[config.mk]
export PLATFORM = sky130hd
export DESIGN_NAME = ptt_top
export DESIGN_NICKNAME = d
export VERILOG_FILES = /design/src/ptt_pkg.sv /design/src/ptt_top.sv
export SDC_FILE = /design/constraint.sdc
export NUM_CORES = 1
export LEC_CHECK = 0
export BUFFER_PORTS_ARGS = -buffer_cell sky130_fd_sc_hd__buf_2
export CAP_MARGIN = 0
export CORE_UTILIZATION = 45
export DETAILED_ROUTE_END_ITERATION = 8
export PLACE_DENSITY = 0.65
export SETUP_SLACK_MARGIN = 0.2
export SLEW_MARGIN = 20
export SYNTH_ARGS = -nofsm -noshare
export SYNTH_HDL_FRONTEND = slang
export SYNTH_SLANG_ARGS = --single-unit
[constraint.sdc]
create_clock -name aclk -period 7.9 [get_ports aclk]
set_clock_uncertainty 0.05 [all_clocks]
set_input_delay 0.395 -clock aclk [delete_from_list [all_inputs] [get_ports aclk]]
set_output_delay 0.395 -clock aclk [all_outputs]
set_load 0.02 [all_outputs]
[src/ptt_pkg.sv]
// constants, types and register map of the packet test traffic controller
package ptt_pkg;
  // host register map (byte addresses)
  localparam logic [7:0] PTT_CTRL_ADDR = 8'h00;
  localparam logic [7:0] PTT_STATUS_ADDR = 8'h04;
  localparam logic [7:0] PTT_INT_STAT_ADDR = 8'h08;
  localparam logic [7:0] PTT_INT_MASK_ADDR = 8'h0C;
  localparam logic [7:0] PTT_TX_PATT_ADDR = 8'h10;
  localparam logic [7:0] PTT_RX_ERR_ADDR = 8'h14;
  // control fields
  localparam int PTT_CTRL_VERIFY_BIT = 0;
  localparam int PTT_CTRL_INIT_BIT = 1;
  localparam int PTT_CTRL_SEND_BIT = 2;
  // interrupt fields
  localparam int PTT_INT_MISMATCH_BIT = 0;
  localparam int PTT_INT_INIT_DONE_BIT = 1;
  localparam int PTT_INT_TX_DONE_BIT = 2;
  localparam int PTT_INT_W = 3;
  localparam logic [1:0] PTT_RESP_OKAY = 2'h0;
  localparam logic [1:0] PTT_RESP_SLVERR = 2'h2;
  // offload core register addresses
  localparam logic [3:0] CORE_RST_REG = 4'h0;
  localparam logic [3:0] CORE_CMD_REG = 4'h1;
  localparam logic [3:0] SRC_MAC_LOW_REG = 4'h2;
  localparam logic [3:0] SRC_MAC_HIGH_REG = 4'h3;
  localparam logic [3:0] DST_IP_REG = 4'h4;
  localparam logic [3:0] SRC_IP_REG = 4'h5;
  localparam logic [3:0] DST_PORT_REG = 4'h6;
  localparam logic [3:0] SRC_PORT_REG = 4'h7;
  localparam logic [3:0] TOTAL_LEN_REG = 4'h8;
  localparam logic [3:0] PKT_LEN_REG = 4'h9;
  // parameter values written during initialisation
  localparam int PARAM_NUM = 6;
  localparam logic [2:0] PARAM_LAST = 3'h5;
  localparam logic [3:0] PARAM_ADDR [PARAM_NUM] = '{SRC_MAC_LOW_REG, SRC_MAC_HIGH_REG,
    SRC_IP_REG, SRC_PORT_REG, DST_IP_REG, DST_PORT_REG};
  localparam logic [31:0] PARAM_VAL [PARAM_NUM] = '{32'h0203_0405, 32'h0000_0001,
    32'hC0A8_0B2A, 32'h0000_0FA0, 32'hC0A8_0B19, 32'hEA61_EA60};
  localparam logic [31:0] CORE_RST_RELEASE = 32'h0000_0000;
  localparam logic [31:0] CORE_CMD_SEND = 32'h0000_0000;
  // transfer sizes in bytes
  localparam logic [31:0] PKT_BYTES_NORMAL = 32'h0000_05C0;
  localparam logic [31:0] PKT_BYTES_JUMBO = 32'h0000_230C;
  localparam logic [31:0] TOTAL_LEN_BYTES = 32'hFFFF_FFFF;
  localparam logic [32:0] WORD_BYTES = 33'h0_0000_0004;
  // blink timing
  localparam int CLK_FREQ_KHZ = 100000;
  localparam int BLINK_MS = 250;
  localparam int BLINK_CYCLES = BLINK_MS * CLK_FREQ_KHZ;
  typedef enum logic [3:0] {
    wait_init_btn_state = 4'h0,
    set_param_state = 4'h1,
    release_core_reset_state = 4'h3,
    wait_init_done_state = 4'h2,
    idle_wait_cmd_state = 4'h6,
    write_total_len_state = 4'h7,
    write_pkt_len_state = 4'h5,
    write_command_state = 4'h4,
    wait_transfer_done_state = 4'hC
  } ptt_state_t;
  function automatic logic [31:0] ptt_pkt_bytes(input logic jumbo);
    return jumbo ? PKT_BYTES_JUMBO : PKT_BYTES_NORMAL;
  endfunction
endpackage

[src/ptt_top.sv]
// test traffic controller for the udp offload core: tx pattern, rx check, core setup
//
// The AXI4-Lite register port and the register addresses were left to the implementer.
`timescale 1ns/100ps
module ptt_top #(
  parameter int BLINK_CYCLES = ptt_pkg::BLINK_CYCLES,
  parameter logic [31:0] TOTAL_LEN = ptt_pkg::TOTAL_LEN_BYTES
) (
  // clock and reset
  input wire logic aclk,
  input wire logic aresetn,
  // axi4-lite slave
  input wire logic [7:0] s_axi_awaddr,
  input wire logic s_axi_awvalid,
  output logic s_axi_awready,
  input wire logic [31:0] s_axi_wdata,
  input wire logic [3:0] s_axi_wstrb,
  input wire logic s_axi_wvalid,
  output logic s_axi_wready,
  output logic [1:0] s_axi_bresp,
  output logic s_axi_bvalid,
  input wire logic s_axi_bready,
  input wire logic [7:0] s_axi_araddr,
  input wire logic s_axi_arvalid,
  output logic s_axi_arready,
  output logic [31:0] s_axi_rdata,
  output logic [1:0] s_axi_rresp,
  output logic s_axi_rvalid,
  input wire logic s_axi_rready,
  output logic irq,
  // user pins
  input wire logic init_button,
  input wire logic send_button,
  input wire logic packet_size_switch,
  output logic rx_mismatch_led,
  // offload core registers
  output logic [3:0] core_reg_addr,
  output logic [31:0] core_reg_wdata,
  output logic core_reg_wr,
  input wire logic core_busy,
  // offload core tx fifo
  output logic [31:0] core_tx_data,
  output logic core_tx_wr,
  input wire logic core_tx_full,
  // offload core rx fifo
  input wire logic [31:0] core_rx_data,
  input wire logic core_rx_empty,
  output logic core_rx_rd
);
  import ptt_pkg::*;

  ptt_state_t state_r;
  logic [2:0] init_sync_r, send_sync_r;
  logic [1:0] jumbo_sync_r;
  logic init_evt, send_evt, busy_d_r, busy_fall;
  logic [2:0] param_idx_r;
  logic verify_en_r, init_req_r, send_req_r;
  logic [PTT_INT_W-1:0] int_stat_r, int_mask_r, int_set;
  logic tx_active_r, tx_start, tx_last;
  logic [31:0] tx_patt_r;
  logic [31:0] pkt_words_r, word_cnt_r;
  logic [32:0] byte_cnt_r;
  logic rd_d_r, rx_mismatch;
  logic [31:0] rx_expect_r, rx_err_cnt_r;
  logic [31:0] blink_cnt_r;
  logic aw_held_r, w_held_r;
  logic [7:0] awaddr_r;
  logic [31:0] wdata_r;
  logic [3:0] wstrb_r;
  logic wr_fire;

  ////////////////////////////////////////////////////////////////////////
  // pin synchronisers; third stage only feeds the edge detector
  always_ff @(posedge aclk) begin
    if (!aresetn) begin
      init_sync_r <= 3'h0;
      send_sync_r <= 3'h0;
      jumbo_sync_r <= 2'h0;
      busy_d_r <= 1'b0;
    end else begin
      init_sync_r <= {init_sync_r[1:0], init_button};
      send_sync_r <= {send_sync_r[1:0], send_button};
      jumbo_sync_r <= {jumbo_sync_r[0], packet_size_switch};
      busy_d_r <= core_busy;
    end
  end
  assign init_evt = (init_sync_r[1] & ~init_sync_r[2]) | init_req_r;
  assign send_evt = (send_sync_r[1] & ~send_sync_r[2]) | send_req_r;
  assign busy_fall = busy_d_r & ~core_busy;

  ////////////////////////////////////////////////////////////////////////
  // control state machine and core register writes
  always_ff @(posedge aclk) begin
    if (!aresetn) begin
      state_r <= wait_init_btn_state;
      param_idx_r <= 3'h0;
      core_reg_wr <= 1'b0;
      core_reg_addr <= 4'h0;
      core_reg_wdata <= 32'h0000_0000;
    end else begin
      core_reg_wr <= 1'b0;
      unique case (state_r)
        wait_init_btn_state: begin
          if (init_evt) begin
            state_r <= set_param_state;
          end
        end
        set_param_state: begin
          core_reg_wr <= 1'b1;
          core_reg_addr <= PARAM_ADDR[param_idx_r];
          core_reg_wdata <= PARAM_VAL[param_idx_r];
          param_idx_r <= param_idx_r + 3'h1;
          if (param_idx_r == PARAM_LAST) begin
            param_idx_r <= 3'h0;
            state_r <= release_core_reset_state;
          end
        end
        release_core_reset_state: begin
          core_reg_wr <= 1'b1;
          core_reg_addr <= CORE_RST_REG;
          core_reg_wdata <= CORE_RST_RELEASE;
          state_r <= wait_init_done_state;
        end
        wait_init_done_state: begin
          if (busy_fall) begin
            state_r <= idle_wait_cmd_state;
          end
        end
        idle_wait_cmd_state: begin
          if (send_evt) begin
            state_r <= write_total_len_state;
          end
        end
        write_total_len_state: begin
          core_reg_wr <= 1'b1;
          core_reg_addr <= TOTAL_LEN_REG;
          core_reg_wdata <= TOTAL_LEN;
          state_r <= write_pkt_len_state;
        end
        write_pkt_len_state: begin
          core_reg_wr <= 1'b1;
          core_reg_addr <= PKT_LEN_REG;
          core_reg_wdata <= ptt_pkt_bytes(jumbo_sync_r[1]);
          state_r <= write_command_state;
        end
        write_command_state: begin
          core_reg_wr <= 1'b1;
          core_reg_addr <= CORE_CMD_REG;
          core_reg_wdata <= CORE_CMD_SEND;
          state_r <= wait_transfer_done_state;
        end
        wait_transfer_done_state: begin
          // a falling busy edge marks the end; rising edge may lag the command
          if (busy_fall) begin
            state_r <= idle_wait_cmd_state;
          end
        end
        default: state_r <= wait_init_btn_state;
      endcase
    end
  end

  ////////////////////////////////////////////////////////////////////////
  // tx pattern generator
  assign tx_start = (state_r == write_command_state);
  assign tx_last = (byte_cnt_r + WORD_BYTES + WORD_BYTES) > {1'b0, TOTAL_LEN};
  always_ff @(posedge aclk) begin
    if (!aresetn) begin
      tx_active_r <= 1'b0;
      tx_patt_r <= 32'h0000_0000;
      word_cnt_r <= 32'h0000_0000;
      byte_cnt_r <= 33'h0_0000_0000;
      pkt_words_r <= 32'h0000_0000;
      core_tx_wr <= 1'b0;
    end else begin
      // every other cycle at most, so a lagging full flag cannot overflow
      core_tx_wr <= tx_active_r & ~core_tx_full & ~core_tx_wr;
      if (tx_start) begin
        tx_active_r <= 1'b1;
        tx_patt_r <= 32'h0000_0000;
        word_cnt_r <= 32'h0000_0000;
        byte_cnt_r <= 33'h0_0000_0000;
        pkt_words_r <= ptt_pkt_bytes(jumbo_sync_r[1]) >> 2;
      end else if (core_tx_wr) begin
        byte_cnt_r <= byte_cnt_r + WORD_BYTES;
        if (word_cnt_r == pkt_words_r - 32'h0000_0001) begin
          word_cnt_r <= 32'h0000_0000;
          tx_patt_r <= tx_patt_r + 32'h0000_0001;
        end else begin
          word_cnt_r <= word_cnt_r + 32'h0000_0001;
        end
        if (tx_last) begin
          tx_active_r <= 1'b0;
        end
      end
    end
  end
  assign core_tx_data = tx_patt_r;

  ////////////////////////////////////////////////////////////////////////
  // rx checker; flags mismatches only after the control verify bit is written, runs beside tx
  assign rx_mismatch = rd_d_r & verify_en_r & (core_rx_data != rx_expect_r);
  always_ff @(posedge aclk) begin
    if (!aresetn) begin
      core_rx_rd <= 1'b0;
      rd_d_r <= 1'b0;
      rx_expect_r <= 32'h0000_0000;
      rx_err_cnt_r <= 32'h0000_0000;
    end else begin
      core_rx_rd <= ~core_rx_empty & ~core_rx_rd;
      rd_d_r <= core_rx_rd;
      if (rd_d_r) begin
        // resync on the word seen, so one break counts once
        rx_expect_r <= core_rx_data + 32'h0000_0001;
      end
      if (rx_mismatch) begin
        rx_err_cnt_r <= rx_err_cnt_r + 32'h0000_0001;
      end
    end
  end

  // led blinks while the mismatch flag is set
  always_ff @(posedge aclk) begin
    if (!aresetn) begin
      blink_cnt_r <= 32'h0000_0000;
      rx_mismatch_led <= 1'b0;
    end else if (!int_stat_r[PTT_INT_MISMATCH_BIT]) begin
      blink_cnt_r <= 32'h0000_0000;
      rx_mismatch_led <= 1'b0;
    end else if (blink_cnt_r == 32'(BLINK_CYCLES - 1)) begin
      blink_cnt_r <= 32'h0000_0000;
      rx_mismatch_led <= ~rx_mismatch_led;
    end else begin
      blink_cnt_r <= blink_cnt_r + 32'h0000_0001;
    end
  end

  ////////////////////////////////////////////////////////////////////////
  // axi4-lite write channel
  assign wr_fire = aw_held_r & w_held_r & ~s_axi_bvalid;
  always_ff @(posedge aclk) begin
    if (!aresetn) begin
      aw_held_r <= 1'b0;
      w_held_r <= 1'b0;
      awaddr_r <= 8'h00;
      wdata_r <= 32'h0000_0000;
      wstrb_r <= 4'h0;
      s_axi_awready <= 1'b0;
      s_axi_wready <= 1'b0;
      s_axi_bvalid <= 1'b0;
      s_axi_bresp <= PTT_RESP_OKAY;
    end else begin
      s_axi_awready <= ~aw_held_r & ~s_axi_awready & ~s_axi_bvalid;
      s_axi_wready <= ~w_held_r & ~s_axi_wready & ~s_axi_bvalid;
      if (s_axi_awvalid & s_axi_awready) begin
        aw_held_r <= 1'b1;
        awaddr_r <= s_axi_awaddr;
      end
      if (s_axi_wvalid & s_axi_wready) begin
        w_held_r <= 1'b1;
        wdata_r <= s_axi_wdata;
        wstrb_r <= s_axi_wstrb;
      end
      if (wr_fire) begin
        aw_held_r <= 1'b0;
        w_held_r <= 1'b0;
        s_axi_awready <= 1'b0;
        s_axi_wready <= 1'b0;
        s_axi_bvalid <= 1'b1;
        s_axi_bresp <= (awaddr_r == PTT_CTRL_ADDR || awaddr_r == PTT_INT_STAT_ADDR ||
          awaddr_r == PTT_INT_MASK_ADDR) ? PTT_RESP_OKAY : PTT_RESP_SLVERR;
      end else if (s_axi_bvalid & s_axi_bready) begin
        s_axi_bvalid <= 1'b0;
      end
    end
  end

  // control, mask and sticky status; a set beats a same-cycle clear
  assign int_set = {state_r == wait_transfer_done_state && busy_fall,
    state_r == wait_init_done_state && busy_fall, rx_mismatch};
  always_ff @(posedge aclk) begin
    if (!aresetn) begin
      verify_en_r <= 1'b0;
      init_req_r <= 1'b0;
      send_req_r <= 1'b0;
      int_mask_r <= '0;
      int_stat_r <= '0;
      irq <= 1'b0;
    end else begin
      init_req_r <= 1'b0;
      send_req_r <= 1'b0;
      if (wr_fire && wstrb_r[0] && awaddr_r == PTT_CTRL_ADDR) begin
        verify_en_r <= wdata_r[PTT_CTRL_VERIFY_BIT];
        init_req_r <= wdata_r[PTT_CTRL_INIT_BIT];
        send_req_r <= wdata_r[PTT_CTRL_SEND_BIT];
      end
      if (wr_fire && wstrb_r[0] && awaddr_r == PTT_INT_MASK_ADDR) begin
        int_mask_r <= wdata_r[PTT_INT_W-1:0];
      end
      if (wr_fire && wstrb_r[0] && awaddr_r == PTT_INT_STAT_ADDR) begin
        int_stat_r <= (int_stat_r & ~wdata_r[PTT_INT_W-1:0]) | int_set;
      end else begin
        int_stat_r <= int_stat_r | int_set;
      end
      irq <= |(int_stat_r & int_mask_r);
    end
  end

  ////////////////////////////////////////////////////////////////////////
  // axi4-lite read channel
  always_ff @(posedge aclk) begin
    if (!aresetn) begin
      s_axi_arready <= 1'b0;
      s_axi_rvalid <= 1'b0;
      s_axi_rdata <= 32'h0000_0000;
      s_axi_rresp <= PTT_RESP_OKAY;
    end else begin
      s_axi_arready <= ~s_axi_arready & ~s_axi_rvalid;
      if (s_axi_arvalid & s_axi_arready) begin
        s_axi_arready <= 1'b0;
        s_axi_rvalid <= 1'b1;
        s_axi_rresp <= PTT_RESP_OKAY;
        unique case (s_axi_araddr)
          PTT_CTRL_ADDR: s_axi_rdata <= {31'h0000_0000, verify_en_r};
          PTT_STATUS_ADDR: s_axi_rdata <= {24'h00_0000, core_busy, jumbo_sync_r[1],
            tx_active_r, rx_mismatch_led, state_r};
          PTT_INT_STAT_ADDR: s_axi_rdata <= {29'h0000_0000, int_stat_r};
          PTT_INT_MASK_ADDR: s_axi_rdata <= {29'h0000_0000, int_mask_r};
          PTT_TX_PATT_ADDR: s_axi_rdata <= tx_patt_r;
          PTT_RX_ERR_ADDR: s_axi_rdata <= rx_err_cnt_r;
          default: begin
            s_axi_rdata <= 32'h0000_0000;
            s_axi_rresp <= PTT_RESP_SLVERR;
          end
        endcase
      end else if (s_axi_rvalid & s_axi_rready) begin
        s_axi_rvalid <= 1'b0;
      end
    end
  end
endmodule

==> results.cfg <==
[run_status]
status = complete, no violations

[routing]
drt_first_iter_violations = 799
wl_um = 37410
routed_wire_length_per_instance_um = 16.00
drc_errors = 0
viasPerCell = 5.440
dr_total_vias = 12719
antenna_left = 0
length_of_the_first_detailed_routing_pass_in_iterations = 5

[cts]
clkLatencyLatePin_ns = 0.51
clock_tree_from_tritoncts = done
clkTransAtPathRegs_ns = 0.06
clkSinkCount = 302
cts_root_buf = sky130_fd_sc_hd__clkbuf_16
cts_htree_levels = 2
cts-root-to-sink-buffers = 3
post-cts-setup-buffer-count = 0
cts-buffers-inserted = 34

[sta]
worstMarginPinSlew_ns = 1.092
period_needed_ns = 4.134
layout_worst_path_cycle_share = 0.5233
report.final.setup_viol = 0
rsz0062_at_grt = false
whs_ns = 0.03042
achievable-frequency_mhz = 241.9
hold_violations = 0
report.final.slew_viol_count = 0
timing.setup.tns_ns = 0
slew_headroom = 0.2719

[critical_path]
cp_common_cell = sky130_fd_sc_hd__nor4b_4
timing.critical_path.fanout_max = 31
r2r_start = pkt_words_r[7]
worst-endpoint-required_ns = 8.21
critical-path-top-delay-family = simple AND/OR/NAND/NOR gates
setup.worst_path.end_class = flip-flop
crit_path_top_delay_cell = sky130_fd_sc_hd__nand3_2
path_class = flip-flop to flip-flop
critPathLaunch = pkt_words_r[7]
crit_path_cell_trace = inv_1, ha_1, nor4b_4, or3_1, a2111oi_2, nand3_2, nor4b_4, nand2b_2, nor2_1
number_of_buffer_and_inverter_stages_on_the_critical_path = 1
setup.worst_path.start_class = flip-flop
arrival_ns = 4.44
critPathMaxStageDelay_ns = 0.61

[logic_synthesis]
synthDominantAreaCellType = sky130_fd_sc_hd__dfxtp_1
mappedNetlistArea_mm2 = 0.01486
post_synth_most_frequent_cells = sky130_fd_sc_hd__dfxtp_1 (302), sky130_fd_sc_hd__nor2_1 (263), sky130_fd_sc_hd__a21oi_1 (123), sky130_fd_sc_hd__nand2_1 (123), sky130_fd_sc_hd__xor2_1 (111)
yosysTopAreaCellShare = 0.4069
synth_fa_ha_area_frac = 0.01263
netlist_top_cells_area = sky130_fd_sc_hd__dfxtp_1 (41%), sky130_fd_sc_hd__nor2_1 (6.6%), sky130_fd_sc_hd__xor2_1 (6.5%), sky130_fd_sc_hd__xnor2_1 (4.4%), sky130_fd_sc_hd__a21oi_1 (4.1%)
ffs_w_async_s_r_synth = 0
netlist-cell-type-count = 76
yosysWarningCount = 0
synthCells = 1752
synth.area.mux_share = 0.03713
yosys_most_used_dff = sky130_fd_sc_hd__dfxtp_1
synth_enable_flop_cells = 0
main_combinational_cell_family_by_area_after_synthesis = simple AND/OR/NAND/NOR gates
synth_xor_xnor_area_share = 0.1096
synth_simple_gate_area_frac = 0.2791
synthesis.area_per_instance_um2 = 8.481
fraction_of_the_yosys_area_taken_by_sequential_cells = 0.4069
fraction_of_the_mapped_netlist_area_in_compound_gates = 0.1096
synth-seq-cells = 302
synth.most_common_cell = sky130_fd_sc_hd__dfxtp_1

[power]
power_per_cell_area_mw_per_mm2 = 228.7
p_sw_mw = 1.131
switching_share = 0.2921
internal_power_of_the_cells_mw = 2.742
comb_power_share = 0.169
pwr-share-seq = 0.436
post-layout-total-power_mw = 3.874
p_leak_nw = 6.493
worst_ir_drop_vdd_v = 0.0001531
clkPwrFrac = 0.395

[global_route]
grt_antenna_before_repair = 0
grt.total_usage = 0.2208
grt_overflow = 0
grt_first_pass_wirelength_um = 60640
first_global_vias = 11881
grt_max_degree = 67

[die]
core_area_mm2 = 0.03254
die_h_um = 183.7
die_x_um = 183.7
io_pins = 211
die_area_mm2 = 0.03375
placementRows = 66
initial_core_util = 0.4567

[finish]
synthToLayoutAreaGrowth_pct = 14.01
final_nets = 1987
total_inserted_antenna_cells = 0
drive_above_1_share = 0.1540
num-fill-cells = 3119

[worst_hold_path]
holdCritPathClass = input port to flip-flop
worst_hold_startpoint = core_tx_full

[placed_design]
hpwl_after_dpl_um = 25860
placement.io_buffers = 176
globalplace.congestion = 0.8623

[flow_run]
maxCapViolCount = 0
-- cells in the final DEF, fill, tap and decap left out, types with 8 or more instances in the layout --
cell / instances
sky130_fd_sc_hd__dfxtp_1: 301
sky130_fd_sc_hd__nor2_1: 262
sky130_fd_sc_hd__buf_2: 176
sky130_fd_sc_hd__a21oi_1: 123
sky130_fd_sc_hd__nand2_1: 121
sky130_fd_sc_hd__xor2_1: 111
sky130_fd_sc_hd__nand3_1: 89
sky130_fd_sc_hd__xnor2_1: 75
sky130_fd_sc_hd__nor3_1: 58
sky130_fd_sc_hd__mux2i_1: 54
sky130_fd_sc_hd__nand4_1: 51
sky130_fd_sc_hd__o21ai_0: 49
sky130_fd_sc_hd__inv_1: 36
sky130_fd_sc_hd__clkbuf_16: 35
sky130_fd_sc_hd__and3_1: 32
sky130_fd_sc_hd__a211oi_1: 27
sky130_fd_sc_hd__and2_1: 23
sky130_fd_sc_hd__nor4_1: 22
sky130_fd_sc_hd__and4_1: 22
sky130_fd_sc_hd__or3_1: 20
sky130_fd_sc_hd__nand2b_1: 16
sky130_fd_sc_hd__ha_1: 15
sky130_fd_sc_hd__nor4_2: 12
sky130_fd_sc_hd__nor2b_1: 11
sky130_fd_sc_hd__a21bo_2: 11
sky130_fd_sc_hd__nand3b_1: 10
sky130_fd_sc_hd__buf_4: 10
sky130_fd_sc_hd__a21o_1: 9
sky130_fd_sc_hd__clkbuf_1: 8
sky130_fd_sc_hd__clkbuf_8: 8
-- per-layer routing --
layer | vias up | GRT usage | wire [um]
met5 | - | 0 | 0
met3 | 54 | 0.03051 | 1701
li1 | 6356 | - | -
met4 | 0 | 0.08100 | 1152
met2 | 282 | 0.3642 | 17420
met1 | 6027 | 0.2929 | 17130
-- cell families after synthesis --
group           count (synthesis)
simple gates                  790
flops                         302
compound gates                265
mux                            55
fa+ha+maj                      15
xor+xnor                      186
other cells                     1
buf+inv                       138
-- power groups by stage --
| stage | clock network, mW | logic [mW] | registers, mW |
|---|---|---|---|
| finish | 1.53 | 0.655 | 1.69 |
| global route | 1.64 | 0.716 | 1.70 |
| CTS | 1.57 | 0.654 | 1.68 |
| detailed placement | 0 | 0.651 | 1.72 |
| global placement | 0 | 0.646 | 1.72 |
| floorplan | 0 | 0.467 | 1.74 |
-- cell type report --
cell class	count	area (um2)	share of cell area
Sequential cell	302	6047	0.3569
Tap cell	442	553.0	0.03264
Clock buffer	51	1016	0.05997
Inverter	37	141.4	0.008346
Timing Repair Buffer	187	965.9	0.05702
Multi-Input combinational cell	1313	8159	0.4816
Clock inverter	6	58.81	0.003471
-- state kept, by name, summed over array words and instances, names as in the netlist, 4 cells and up --
register / cells
blink_cnt_r: 32
core_tx_data: 32
rx_err_cnt_r: 32
rx_expect_r: 32
s_axi_rdata: 32
word_cnt_r: 32
byte_cnt_r: 31
core_reg_wdata: 19
awaddr_r: 8
core_reg_addr: 4
state_r: 4
-- metrics by stage --
stage | util | area (um2) | cells | setup WS [ns]
floorplan | - | 14860 | 1753 | 5.121
global placement | 0.4873 | 15850 | 2280 | 3.851
detailed placement | 0.4873 | 15850 | 2280 | 3.768
CTS | 0.5206 | 16940 | 2338 | 3.752
global route | 0.5207 | 16940 | 2338 | 3.485
finish | 0.5207 | 16940 | 2338 | 3.766
-- final timing paths --
check / to / slack (ns) / cells past startpoint
setup / recovery: word_cnt_r[14] / 3.77 / 9
hold reg to reg: core_rx_rd / 0.38 / 1
hold / removal: core_tx_wr / 0.03 / 2
setup reg to reg: word_cnt_r[14] / 3.77 / 9
-- what timing repair did --
item / in CTS / in global routing
endpoints found under the hold margin: 1 / 0
hold buffers: 1 / 0
resized for setup: 0 / 0
Power figures use the tool's default switching activity.
